File: src/monreg_pkg.sv
// constants, offsets and reset values of the monitor register bank
// assumes one system clock; shared by the bank and its assertions
package monreg_pkg;

   // ----------------------------------------
   // register offsets
   // ----------------------------------------
   localparam logic [7:0] OFS_CFG     = 8'h00;
   localparam logic [7:0] OFS_ISTS    = 8'h01;
   localparam logic [7:0] OFS_IMASK   = 8'h03;
   localparam logic [7:0] OFS_CRATE   = 8'h07;
   localparam logic [7:0] OFS_CDIS    = 8'h08;
   localparam logic [7:0] OFS_ONESHOT = 8'h09;
   localparam logic [7:0] OFS_DEEP    = 8'h0a;
   localparam logic [7:0] OFS_ADV     = 8'h0b;
   localparam logic [7:0] OFS_BUSY    = 8'h0c;
   localparam logic [7:0] OFS_RES_LO  = 8'h20;
   localparam logic [7:0] OFS_RES_HI  = 8'h27;
   localparam logic [7:0] OFS_LIM_LO  = 8'h2a;
   localparam logic [7:0] OFS_LIM_HI  = 8'h39;
   localparam logic [7:0] OFS_MAKER   = 8'h3e;
   localparam logic [7:0] OFS_REV     = 8'h3f;

   // ----------------------------------------
   // reset values and field layout
   // ----------------------------------------
   localparam logic [7:0] RST_CFG     = 8'h08;
   localparam logic [7:0] RST_BUSY    = 8'h02;
   localparam logic [7:0] RST_ZERO    = 8'h00;
   localparam logic [7:0] CFG_WMASK   = 8'h8b;
   localparam int         BIT_START   = 0;
   localparam int         BIT_INT_EN  = 1;
   localparam int         BIT_INT_CLR = 3;
   localparam int         BIT_INIT    = 7;
   localparam int         BIT_DEEP    = 0;
   localparam int         NUM_RES     = 8;
   localparam int         NUM_LIM     = 16;

   // ----------------------------------------
   // serial bus addressing
   // ----------------------------------------
   localparam logic [6:0] ADDR_BASE   = 7'h1d;
   localparam logic [3:0] NUM_LEVELS  = 4'h3;
   localparam logic [1:0] LVL_HIGH    = 2'h2;
   localparam logic [2:0] LAST_BIT    = 3'h7;

   // ----------------------------------------
   // serial engine states
   // ----------------------------------------
   typedef enum logic [5:0] {
      ST_IDLE = 6'h01,
      ST_ADDR = 6'h02,
      ST_ACK  = 6'h04,
      ST_WR   = 6'h08,
      ST_RD   = 6'h10,
      ST_RACK = 6'h20
   } bus_state_t;

endpackage

File: src/monitor_register_bank.sv
// register bank of an eight-channel monitor, reached over a two-wire serial bus
// assumes SCL, SDA and address straps are asynchronous pins; sequencer on same clock
//
// How it works
// configuration register at 00h, resets to 08h
// read-only status at 01h, resets zero
// mask at 03h blocks status from interrupt
// conversion-rate register at 07h, resets zero
// channel-disable register at 08h, resets zero
// any write to 09h starts one pass
// deep shutdown register at 0Ah, resets zero
// advanced configuration register at 0Bh, resets zero
// read-only busy status at 0Ch, resets 02h
// eight 16-bit results at 20h to 27h
// 8-bit limit registers from 2Ah to 39h
// fixed maker code readable at 3Eh
// fixed revision code readable at 3Fh
// two three-level strap pins give nine addresses
// reading status returns it then clears it
// trigger offset stores nothing, reads zero
// init bit restores defaults, then clears itself
// unmapped reads zero, bad writes ignored
`timescale 1ns/1ps
module monitor_register_bank #(
   parameter logic [7:0] MAKER_CODE = 8'h5a,  // arbitrary value
   parameter logic [7:0] REV_CODE   = 8'h3c   // arbitrary value
) (
   input  wire logic        REF_CLK_I,
   input  wire logic        RESET_I,
   input  wire logic        SCL_I,
   input  wire logic        SDA_I,
   output wire logic        SDA_O,
   output wire logic        SDA_OE_O,
   input  wire logic [1:0]  ADDR_SELECT_LOW_PIN_I,
   input  wire logic [1:0]  ADDR_SELECT_HIGH_PIN_I,
   input  wire logic [7:0]  STATUS_SET_I,
   input  wire logic        RESULT_WE_I,
   input  wire logic [2:0]  RESULT_CH_I,
   input  wire logic [15:0] RESULT_DATA_I,
   input  wire logic        CONV_BUSY_I,
   input  wire logic        NOT_READY_I,
   input  wire logic [3:0]  LIMIT_SEL_I,
   output wire logic [7:0]  LIMIT_O,
   output wire logic        INT_O,
   output wire logic        INT_OE_O,
   output wire logic        START_O,
   output wire logic        MONITOR_HALT_O,
   output wire logic        ONE_SHOT_O,
   output wire logic        DEEP_SHUTDOWN_O,
   output wire logic [7:0]  CONV_RATE_O,
   output wire logic [7:0]  CHANNEL_DISABLE_O,
   output wire logic [7:0]  ADV_CONFIG_O,
   output wire logic        BUS_ACTIVE_O
);

   // ----------------------------------------
   // state
   // ----------------------------------------
   typedef struct packed {
      logic [2:0]                               scl_sy, sda_sy;
      logic [2:0][3:0]                          adr_sy;
      logic                                     scl_f, sda_f;
      logic [3:0]                               adr_f;
      monreg_pkg::bus_state_t                   st;
      logic [2:0]                               bitc;
      logic [7:0]                               shf;
      logic                                     rw, ptr_phase, hi, mack;
      logic [7:0]                               ptr;
      logic                                     sda_drv, int_drv, one_shot;
      logic [7:0]                               cfg, ists, imask, crate, cdis, deep, adv, busy;
      logic [monreg_pkg::NUM_RES-1:0][15:0]     res;
      logic [monreg_pkg::NUM_LIM-1:0][7:0]      lim;
      logic [7:0]                               lim_out;
   } bank_t;

   localparam bank_t RST_STATE = '{
      scl_sy: 3'h7, sda_sy: 3'h7, scl_f: 1'b1, sda_f: 1'b1, hi: 1'b1,
      st: monreg_pkg::ST_IDLE, cfg: monreg_pkg::RST_CFG,
      busy: monreg_pkg::RST_BUSY, default: '0};

   bank_t      q_ff;
   bank_t      nxt_q;
   logic       scl_new, sda_new, scl_rise, scl_fall, start_c, stop_c;
   logic       in_res, in_lim, do_load, ists_rd, trig_wr;
   logic [1:0] lvl0, lvl1;
   logic [3:0] lim_idx, addr_idx;
   logic [6:0] my_addr;
   logic [7:0] byte_in, rd_val;

   // ----------------------------------------
   // next state
   // ----------------------------------------
   always_comb begin
      nxt_q = q_ff;
      nxt_q.one_shot = 1'b0;
      do_load = 1'b0;
      ists_rd = 1'b0;
      trig_wr = 1'b0;
      // pin sampling, a change counts once stages two and three agree
      nxt_q.scl_sy = {q_ff.scl_sy[1:0], SCL_I};
      nxt_q.sda_sy = {q_ff.sda_sy[1:0], SDA_I};
      nxt_q.adr_sy = {q_ff.adr_sy[1:0], ADDR_SELECT_HIGH_PIN_I, ADDR_SELECT_LOW_PIN_I};
      scl_new = (q_ff.scl_sy[1] == q_ff.scl_sy[2]) ? q_ff.scl_sy[2] : q_ff.scl_f;
      sda_new = (q_ff.sda_sy[1] == q_ff.sda_sy[2]) ? q_ff.sda_sy[2] : q_ff.sda_f;
      if (q_ff.adr_sy[1] == q_ff.adr_sy[2]) begin
         nxt_q.adr_f = q_ff.adr_sy[2];
      end
      nxt_q.scl_f = scl_new;
      nxt_q.sda_f = sda_new;
      scl_rise = scl_new & ~q_ff.scl_f;
      scl_fall = ~scl_new & q_ff.scl_f;
      start_c = q_ff.scl_f & scl_new & q_ff.sda_f & ~sda_new;
      stop_c = q_ff.scl_f & scl_new & ~q_ff.sda_f & sda_new;
      byte_in = {q_ff.shf[6:0], sda_new};
      // three-level straps, code 3 counts as high
      lvl0 = (q_ff.adr_f[1:0] > monreg_pkg::LVL_HIGH) ? monreg_pkg::LVL_HIGH : q_ff.adr_f[1:0];
      lvl1 = (q_ff.adr_f[3:2] > monreg_pkg::LVL_HIGH) ? monreg_pkg::LVL_HIGH : q_ff.adr_f[3:2];
      addr_idx = 4'({2'h0, lvl1} * monreg_pkg::NUM_LEVELS) + {2'h0, lvl0};
      my_addr = monreg_pkg::ADDR_BASE + {3'h0, addr_idx};
      // read mux
      in_res = (q_ff.ptr >= monreg_pkg::OFS_RES_LO) && (q_ff.ptr <= monreg_pkg::OFS_RES_HI);
      in_lim = (q_ff.ptr >= monreg_pkg::OFS_LIM_LO) && (q_ff.ptr <= monreg_pkg::OFS_LIM_HI);
      lim_idx = 4'(q_ff.ptr - monreg_pkg::OFS_LIM_LO);
      if (in_res) begin
         rd_val = q_ff.hi ? q_ff.res[q_ff.ptr[2:0]][15:8] : q_ff.res[q_ff.ptr[2:0]][7:0];
      end else if (in_lim) begin
         rd_val = q_ff.lim[lim_idx];
      end else begin
         case (q_ff.ptr)
            monreg_pkg::OFS_CFG:   rd_val = q_ff.cfg;
            monreg_pkg::OFS_ISTS:  rd_val = q_ff.ists;
            monreg_pkg::OFS_IMASK: rd_val = q_ff.imask;
            monreg_pkg::OFS_CRATE: rd_val = q_ff.crate;
            monreg_pkg::OFS_CDIS:  rd_val = q_ff.cdis;
            monreg_pkg::OFS_DEEP:  rd_val = q_ff.deep;
            monreg_pkg::OFS_ADV:   rd_val = q_ff.adv;
            monreg_pkg::OFS_BUSY:  rd_val = q_ff.busy;
            monreg_pkg::OFS_MAKER: rd_val = MAKER_CODE;
            monreg_pkg::OFS_REV:   rd_val = REV_CODE;
            default:               rd_val = monreg_pkg::RST_ZERO;
         endcase
      end
      // defaults restored one cycle after the init bit is set
      if (q_ff.cfg[monreg_pkg::BIT_INIT]) begin
         nxt_q.cfg = monreg_pkg::RST_CFG;
         nxt_q.ists = monreg_pkg::RST_ZERO;
         nxt_q.imask = monreg_pkg::RST_ZERO;
         nxt_q.crate = monreg_pkg::RST_ZERO;
         nxt_q.cdis = monreg_pkg::RST_ZERO;
         nxt_q.deep = monreg_pkg::RST_ZERO;
         nxt_q.adv = monreg_pkg::RST_ZERO;
         nxt_q.res = '0;
         nxt_q.lim = '0;
      end
      nxt_q.busy = {6'h00, NOT_READY_I, CONV_BUSY_I};
      if (RESULT_WE_I) begin
         nxt_q.res[RESULT_CH_I] = RESULT_DATA_I;
      end
      // serial engine
      if (start_c) begin
         nxt_q.st = monreg_pkg::ST_ADDR;
         nxt_q.bitc = 3'h0;
         nxt_q.sda_drv = 1'b0;
         nxt_q.hi = 1'b1;
      end else if (stop_c) begin
         nxt_q.st = monreg_pkg::ST_IDLE;
         nxt_q.sda_drv = 1'b0;
      end else begin
         case (q_ff.st)
            monreg_pkg::ST_IDLE: begin
               nxt_q.sda_drv = 1'b0;
            end
            monreg_pkg::ST_ADDR: begin
               if (scl_rise) begin
                  nxt_q.shf = byte_in;
                  nxt_q.bitc = q_ff.bitc + 3'h1;
                  if (q_ff.bitc == monreg_pkg::LAST_BIT) begin
                     nxt_q.rw = byte_in[0];
                     nxt_q.ptr_phase = ~byte_in[0];
                     nxt_q.st = (byte_in[7:1] == my_addr) ? monreg_pkg::ST_ACK
                                                           : monreg_pkg::ST_IDLE;
                  end
               end
            end
            monreg_pkg::ST_ACK: begin
               if (scl_fall) begin
                  if (!q_ff.sda_drv) begin
                     nxt_q.sda_drv = 1'b1;
                  end else begin
                     nxt_q.sda_drv = 1'b0;
                     nxt_q.bitc = 3'h0;
                     if (q_ff.rw) begin
                        do_load = 1'b1;
                     end else begin
                        nxt_q.st = monreg_pkg::ST_WR;
                     end
                  end
               end
            end
            monreg_pkg::ST_WR: begin
               if (scl_rise) begin
                  nxt_q.shf = byte_in;
                  nxt_q.bitc = q_ff.bitc + 3'h1;
                  if (q_ff.bitc == monreg_pkg::LAST_BIT) begin
                     nxt_q.st = monreg_pkg::ST_ACK;
                     nxt_q.ptr_phase = 1'b0;
                     if (q_ff.ptr_phase) begin
                        nxt_q.ptr = byte_in;
                        nxt_q.hi = 1'b1;
                     end else if (in_lim) begin
                        nxt_q.lim[lim_idx] = byte_in;
                     end else begin
                        case (q_ff.ptr)
                           monreg_pkg::OFS_CFG:     nxt_q.cfg = byte_in & monreg_pkg::CFG_WMASK;
                           monreg_pkg::OFS_IMASK:   nxt_q.imask = byte_in;
                           monreg_pkg::OFS_CRATE:   nxt_q.crate = byte_in;
                           monreg_pkg::OFS_CDIS:    nxt_q.cdis = byte_in;
                           monreg_pkg::OFS_ONESHOT: trig_wr = 1'b1;
                           monreg_pkg::OFS_DEEP:    nxt_q.deep = byte_in;
                           monreg_pkg::OFS_ADV:     nxt_q.adv = byte_in;
                           default:                 trig_wr = 1'b0;
                        endcase
                     end
                  end
               end
            end
            monreg_pkg::ST_RD: begin
               if (scl_fall) begin
                  if (q_ff.bitc == monreg_pkg::LAST_BIT) begin
                     nxt_q.sda_drv = 1'b0;
                     nxt_q.st = monreg_pkg::ST_RACK;
                  end else begin
                     nxt_q.shf = {q_ff.shf[6:0], 1'b0};
                     nxt_q.sda_drv = ~q_ff.shf[6];
                     nxt_q.bitc = q_ff.bitc + 3'h1;
                  end
               end
            end
            monreg_pkg::ST_RACK: begin
               if (scl_rise) begin
                  nxt_q.mack = ~sda_new;
               end else if (scl_fall) begin
                  if (q_ff.mack) begin
                     do_load = 1'b1;
                     nxt_q.bitc = 3'h0;
                  end else begin
                     nxt_q.st = monreg_pkg::ST_IDLE;
                  end
               end
            end
            default: begin
               nxt_q.st = monreg_pkg::ST_IDLE;
            end
         endcase
      end
      if (do_load) begin
         nxt_q.shf = rd_val;
         nxt_q.sda_drv = ~rd_val[7];
         nxt_q.st = monreg_pkg::ST_RD;
         if (in_res) begin
            nxt_q.hi = ~q_ff.hi;
         end
         if (q_ff.ptr == monreg_pkg::OFS_ISTS) begin
            nxt_q.ists = monreg_pkg::RST_ZERO;
            ists_rd = 1'b1;
         end
      end
      nxt_q.one_shot = trig_wr;
      nxt_q.ists = nxt_q.ists | STATUS_SET_I;
      nxt_q.int_drv = q_ff.cfg[monreg_pkg::BIT_INT_EN] & ~q_ff.cfg[monreg_pkg::BIT_INT_CLR]
                      & (|(q_ff.ists & ~q_ff.imask));
      nxt_q.lim_out = q_ff.lim[LIMIT_SEL_I];
   end

   always_ff @(posedge REF_CLK_I) begin
      if (RESET_I) begin
         q_ff <= RST_STATE;
      end else begin
         q_ff <= nxt_q;
      end
   end

   // ----------------------------------------
   // outputs
   // ----------------------------------------
   assign SDA_O             = 1'b0;
   assign SDA_OE_O          = q_ff.sda_drv;
   assign INT_O             = 1'b0;
   assign INT_OE_O          = q_ff.int_drv;
   assign START_O           = q_ff.cfg[monreg_pkg::BIT_START];
   assign MONITOR_HALT_O    = q_ff.cfg[monreg_pkg::BIT_INT_CLR];
   assign ONE_SHOT_O        = q_ff.one_shot;
   assign DEEP_SHUTDOWN_O   = q_ff.deep[monreg_pkg::BIT_DEEP];
   assign CONV_RATE_O       = q_ff.crate;
   assign CHANNEL_DISABLE_O = q_ff.cdis;
   assign ADV_CONFIG_O      = q_ff.adv;
   assign LIMIT_O           = q_ff.lim_out;
   assign BUS_ACTIVE_O      = (q_ff.st != monreg_pkg::ST_IDLE);
endmodule

File: config.mk
export PLATFORM = sky130hd
export DESIGN_NAME = monitor_register_bank
export DESIGN_NICKNAME = d
export VERILOG_FILES = /design/src/monreg_pkg.sv /design/src/monitor_register_bank.sv
export SDC_FILE = /design/constraint.sdc
export NUM_CORES = 1
export LEC_CHECK = 0
export BUFFER_PORTS_ARGS = -buffer_cell sky130_fd_sc_hd__buf_2
export CAP_MARGIN = 20
export CORE_AREA = 2 2 257 259
export DETAILED_ROUTE_END_ITERATION = 8
export DIE_AREA = 0 0 259 261
export PLACE_DENSITY = 0.46
export SLEW_MARGIN = 20
export SYNTH_ARGS = -nofsm -noshare
export SYNTH_HDL_FRONTEND = slang
export SYNTH_SLANG_ARGS = --single-unit
File: constraint.sdc
create_clock -name REF_CLK_I -period 4.1 [get_ports REF_CLK_I]
set_input_delay 0.615 -clock REF_CLK_I [delete_from_list [all_inputs] [get_ports REF_CLK_I]]
set_output_delay 0.615 -clock REF_CLK_I [all_outputs]
set_load 0.05 [all_outputs]
=== Yosys cells after proc, flatten, opt, wreduce, memory -nomap -nowiden ===
Index checks and enable logic that the tools add are counted.

* Register bits: 383
* Input bits: 42
* Output and inout bits: 41
* Word-level logic and storage cells: 300

* $add $sub $neg: 4
* $mul: 1
* Order comparisons: 12
* Equal/unequal tests: 68
* Mux-type cells: 110
* Bitwise logic cells: 26
* Reductions and logical operators: 24

{| class="wikitable"
|+ Operators with widths
! operator !! count
|-
| 128-bit 2-to-1 mux || 8
|-
| 40-bit 2-to-1 mux || 7
|-
| 128-bit bitwise mux || 2
|-
| 256-bit 2-to-1 mux || 1
|-
| 8-bit 2-to-1 mux || 26
|-
| 8-bit case mux with 10 select lines || 1
|-
| 8-bit binary-select mux with 4-bit select || 2
|-
| 5-bit != test, second input constant || 12
|-
| 55-bit 2-to-1 mux || 1
|-
| 4-bit != test, second input constant || 13
|-
| 16-bit binary-select mux with 3-bit select || 1
|-
| 16-bit demux with 3-bit select || 1
|-
| 9-bit 2-to-1 mux || 5
|-
| 8-bit by 4-bit == test with 1-bit output, second input constant || 5
|-
| 13-bit AND reduction || 3
|-
| 6-bit case mux with 6 select lines || 1
|-
| 17-bit 2-to-1 mux || 2
|-
| 8-bit demux with 4-bit select || 1
|-
| 16-bit 2-to-1 mux || 2
|-
| 6-bit 2-to-1 mux || 5
|-
| 2-bit != test, second input constant || 14
|-
| 1-bit 2-to-1 mux || 26
|-
| 8-bit case mux with 3 select lines || 1
|-
| 23-bit 2-to-1 mux || 1
|-
| 58 further kinds || 104
|}

=== Logic depth before layout (Yosys ltp) ===
* Word-level depth: 14
* Gate-level depth with buffers: 12

=== Least setup slack after synthesis ===
OpenSTA, ideal clock, no wires.

* Path type: register to register
* Start point: register q_ff[332] (netlist name)
* End point: register q_ff, in the netlist byte_in[7]
* Arrival time: 3051 ps
* Path slack: 917 ps
* Stages on the path, launching flop included: 12
* Path buffers: 3
* Period minus slack after synthesis: 3183 ps
* Cells stage by stage: dfxtp_1 > buf_2 > buf_4 > buf_2 > inv_1 > ha_1 > xor2_1 > mux4_2 > mux4_2 > and2_1 > o211ai_1 > a311oi_1

* Word-level cells in the longest chain between the ends: 6
* Elaborated cells on any way between the ends: 26

{| class="wikitable"
|+ RTL lines
! what !! RTL line !! source
|-
| start: declaration || monitor_register_bank.sv:81 || <nowiki>bank_t q_ff;</nowiki>
|-
| start signal: assignment || monitor_register_bank.sv:279 || <nowiki>q_ff <= nxt_q;</nowiki>
|-
| 4-bit subtractor || monitor_register_bank.sv:123 || <nowiki>lim_idx = 4'(q_ff.ptr - monreg_pkg::OFS_LIM_LO);</nowiki>
|-
| 8-bit binary-select mux with 4-bit select || monitor_register_bank.sv:127 || <nowiki>rd_val = q_ff.lim[lim_idx];</nowiki>
|-
| 8-bit 2-to-1 mux (implied by the code) || monitor_register_bank.sv:127 ||
|-
| 8-bit 2-to-1 mux || monitor_register_bank.sv:126 || <nowiki>end else if (in_lim) begin</nowiki>
|-
| 8-bit 2-to-1 mux (*) || monitor_register_bank.sv:124 || <nowiki>if (in_res) begin</nowiki>
|-
| 7-bit 2-to-1 mux (*) || monitor_register_bank.sv:256 || <nowiki>if (do_load) begin</nowiki>
|}

Mark *: on every way between the ends. The rest lies on a longest branch, timed or not. The select of a mux whose other input is x is not followed.
A chain may end at the register's enable or synchronous reset.

=== Final worst setup path ===
* Start point: register q_ff[331] (netlist name)
* End point: register q_ff, in the netlist CHANNEL_DISABLE_O[0]

* Word-level cells in the longest chain between the ends: 9
* Elaborated cells on any way between the ends: 12

{| class="wikitable"
|+ RTL lines
! what !! RTL line !! source
|-
| 8-bit by 6-bit >= comparator with 1-bit output (tied with other cells) || monitor_register_bank.sv:122 || <nowiki>in_lim = (q_ff.ptr >= monreg_pkg::OFS_LIM_LO) && (q_ff.ptr <= monreg_pkg::OFS_LIM_HI);</nowiki>
|-
| 1-bit logical AND / 8-bit 2-to-1 mux (equally long branches) || monitor_register_bank.sv:122, monitor_register_bank.sv:213 ||
|-
| 40-bit 2-to-1 mux (*) || monitor_register_bank.sv:210 || <nowiki>end else if (in_lim) begin</nowiki>
|-
| 40-bit 2-to-1 mux (*) || monitor_register_bank.sv:207 || <nowiki>if (q_ff.ptr_phase) begin</nowiki>
|-
| 40-bit 2-to-1 mux (*) || monitor_register_bank.sv:204 || <nowiki>if (q_ff.bitc == monreg_pkg::LAST_BIT) begin</nowiki>
|-
| 40-bit 2-to-1 mux (*) || monitor_register_bank.sv:201 || <nowiki>if (scl_rise) begin</nowiki>
|-
| 40-bit 2-to-1 mux (*) || monitor_register_bank.sv:169 || <nowiki>case (q_ff.st)</nowiki>
|-
| 40-bit 2-to-1 mux (*) || monitor_register_bank.sv:165 || <nowiki>end else if (stop_c) begin</nowiki>
|-
| 40-bit 2-to-1 mux (*) || monitor_register_bank.sv:160 || <nowiki>if (start_c) begin</nowiki>
|}

Mark *: on every way between the ends. The rest lies on a longest branch, timed or not.

==> metrics.cfg <==
[power_and_ir_drop]
power_density_mw_per_mm2 = 378
p_leak_nw = 7.07
pwr-share-clk_pct = 48.9
switching_power_mw = 1.99
intPower_mw = 6.15
p_seq_share_pct = 46.1
combPwrFrac_pct = 5.0
p_sw_share_pct = 24.5
peakVddDrop_v = 0.000252

[clock_network]
cts.reportedPaths.clkPinSlew_ps = 60
postCtsSetupRepairBufs = 0
tritoncts = done
numCtsBuffers = 46
cts_root_buffer = clkbuf_16
clk_latency_ps = 590
cts_hold_repair.buffers = 0
cts_resized = 0
cts_max_level = 2
cts_sinks = 377
clock_path_buffers = 3

[worst_setup_path]
crit_family = compound AO/OA/AOI/OAI gates
path_cells = nor2b_1 > o31a_1 > o21ai_0 > buf_4 > nand4_1 > nand3b_1 > a21oi_1
cpPeakStageDelay_ps = 760
crit_type = reg2reg
crit_slowest_cell = dfxtp_4
critPathMaxFanout = 36
cp_data_required_time_ps = 4530
cp-start-kind = register
endpoint_kind = register
worstPathArrival_ps = 3620
worst-path-buf-inv = 1

[timing]
fmax_mhz = 314
worst_slack_ps = 918
drv_slew = 0
finalHoldViolCount = 0
slew-limit-headroom_pct = 20.8
clock_skew_ps = 25.2
min_period_ps = 3180
rsz0062_at_grt = no
setup_violations = 0
final.setup.tns_ps = 0
worst_pin_slew_ps = 1180
period_share_pct = 77.6

[route]
antenna_left = 0
drc = 0
totalWireLength_um = 64600
firstDrtPassIters = 8
via_per_inst = 5.43
wl_per_cell_um = 21.8
num_vias = 16113
drt_iter0_drc = 1338

[synthesis]
synth_edf_count = 0
synth_mux_area_share_pct = 14.0
synth_area_mm2 = 0.0193
synth.area.top_cells = dfxtp_1, mux4_2, a21oi_1, nand3b_1, nand2_1
synth-main-ff-cell = dfxtp_1
synth.top_cell.area_share_pct = 39.1
yosys_warnings = 0
synth-seq-cells = 377
synth_top_family_by_area = simple AND/OR/NAND/NOR gates
ys_types = 74
synth_compound_area_share_pct = 13.1
syn_area_per_cell_um2 = 9.02
synth_fa_ha_area_share_pct = 0.623
synthSimpleGateAreaFrac_pct = 26.6
ys_seq_area_share_pct = 39.1
netlist_instances = 2137
synthXorXnorAreaFrac_pct = 0.584
netlist.top_cell.by_area = dfxtp_1
async_reset_ff_share_pct = 0

[min_path]
hp-class = in2reg

[die]
fp.coreArea_mm2 = 0.0650
io_pins = 83
fp-row-count = 94
die_h_um = 261
die_area_mm2 = 0.0676
die_w_um = 259
start_util_pct = 29.7

[grt]
grt_usage_pct = 18.8
grt_pass1_wl_um = 98900
grt_max_degree = 181
gr-total-overflow = 0
grt_antenna_before_repair = 4
grt_pass1_vias = 15557

[cells_and_area]
fillers = 6716
layout_commonest_cell = dfxtp_1
layout.nets = 2116
final_layout_size_suffix_gt1_share_pct = 16.9
synthToLayoutAreaGrowth_pct = 11.6
mostFrequentLayoutCells = dfxtp_1, a21oi_1, nand2_1
num_antenna_cells = 0

[status]
status = completed

[placement]
dp_hpwl_um = 40300
io_buffers = 80
place.gp.congestion = 0.874
place_ws_ps = 961

[job]
drv_cap = 0

## layer usage
layer	vias to the layer above	track usage [%]	share of wire [%]
met5	-	0	0.074
met4	8	5.72	2.5
met3	90	2.92	6.2
met2	542	30.8	47
met1	7999	25.5	45
li1	7474	-	-
## sequential cells by signal, indices dropped and copies added, names as in the netlist, 7 cells and up
name and count:
CHANNEL_DISABLE_O 8, LIMIT_O 8, byte_in 7, ADV_CONFIG_O 8, nxt_q 12, q_ff 320, CONV_RATE_O 8
## cell usage after synthesis, drive strengths merged, types with 3 or more instances
cell and count:
a221oi 4, ha 8, dfxtp 377, a22oi 11, a311oi 7, nor4 15
o211ai 8, o31a 3, nand2 238, or4 4, clkbuf 170, nor2 186
a31oi 8, xor2 6, or3 4, nor2b 32, o2111ai 5, and2 12
nor3b 115, o21ai 15, nand2b 11, buf 68, o22ai 10, mux4 108
mux2i 22, or2 21, a211oi 4, nand4 10, inv 14, o31ai 3
o2111a 3, a22o 6, nand3 33, a21oi 333, and3 10, o221ai 3
nand3b 190, or3b 3, xnor2 6, mux2 5, nor3 22
## through the flow
step	hold WS (ps)	utilization, %	area, um^2	instances	power [mW]
2_1_floorplan	389	-	19300	2138	4.12
3_3_place_gp	399	30.9	20100	2881	4.23
3_5_place_dp	399	30.9	20100	2881	4.24
4_1_cts	181	33.1	21500	2966	8.25
5_1_grt	203	33.1	21500	2966	8.44
6_report	213	33.1	21500	2966	8.14
## worst paths after layout
kind	start	end	slack [ps]	depth (start not counted)
worst max-delay path	q_ff[331]	CHANNEL_DISABLE_O[0]	920	7
worst min-delay path	SDA_I	nxt_q[379]	210	2
worst max register to register	q_ff[331]	CHANNEL_DISABLE_O[0]	920	7
worst min register to register	nxt_q[382]	nxt_q[383]	410	1
## cells by family after synthesis
group	Yosys count
flops	377
xor+xnor	12
simple gates	910
compound gates	440
buf+inv	253
fa+ha+maj	9
other cells	1
mux	135
## power by group through the flow
stage | combinational, mW | clock (mW) | sequential, mW
detailed placement | 0.410 | 0 | 3.83
global route | 0.450 | 4.24 | 3.75
CTS | 0.411 | 4.09 | 3.75
floorplan | 0.314 | 0 | 3.81
global placement | 0.404 | 0 | 3.83
finish | 0.409 | 3.98 | 3.75
## final cells by class
type / count / area (um^2) / area share [%]
multi-input cells: 1508 / 10600 / 49.3
flip-flops and latches: 377 / 7560 / 35.1
clock buffers: 68 / 1320 / 6.11
well taps: 864 / 1080 / 5.02
repair buffers: 117 / 751 / 3.49
clock inverters: 17 / 141 / 0.657
inverters: 15 / 56.3 / 0.262
(Power assumes the default switching activity.)
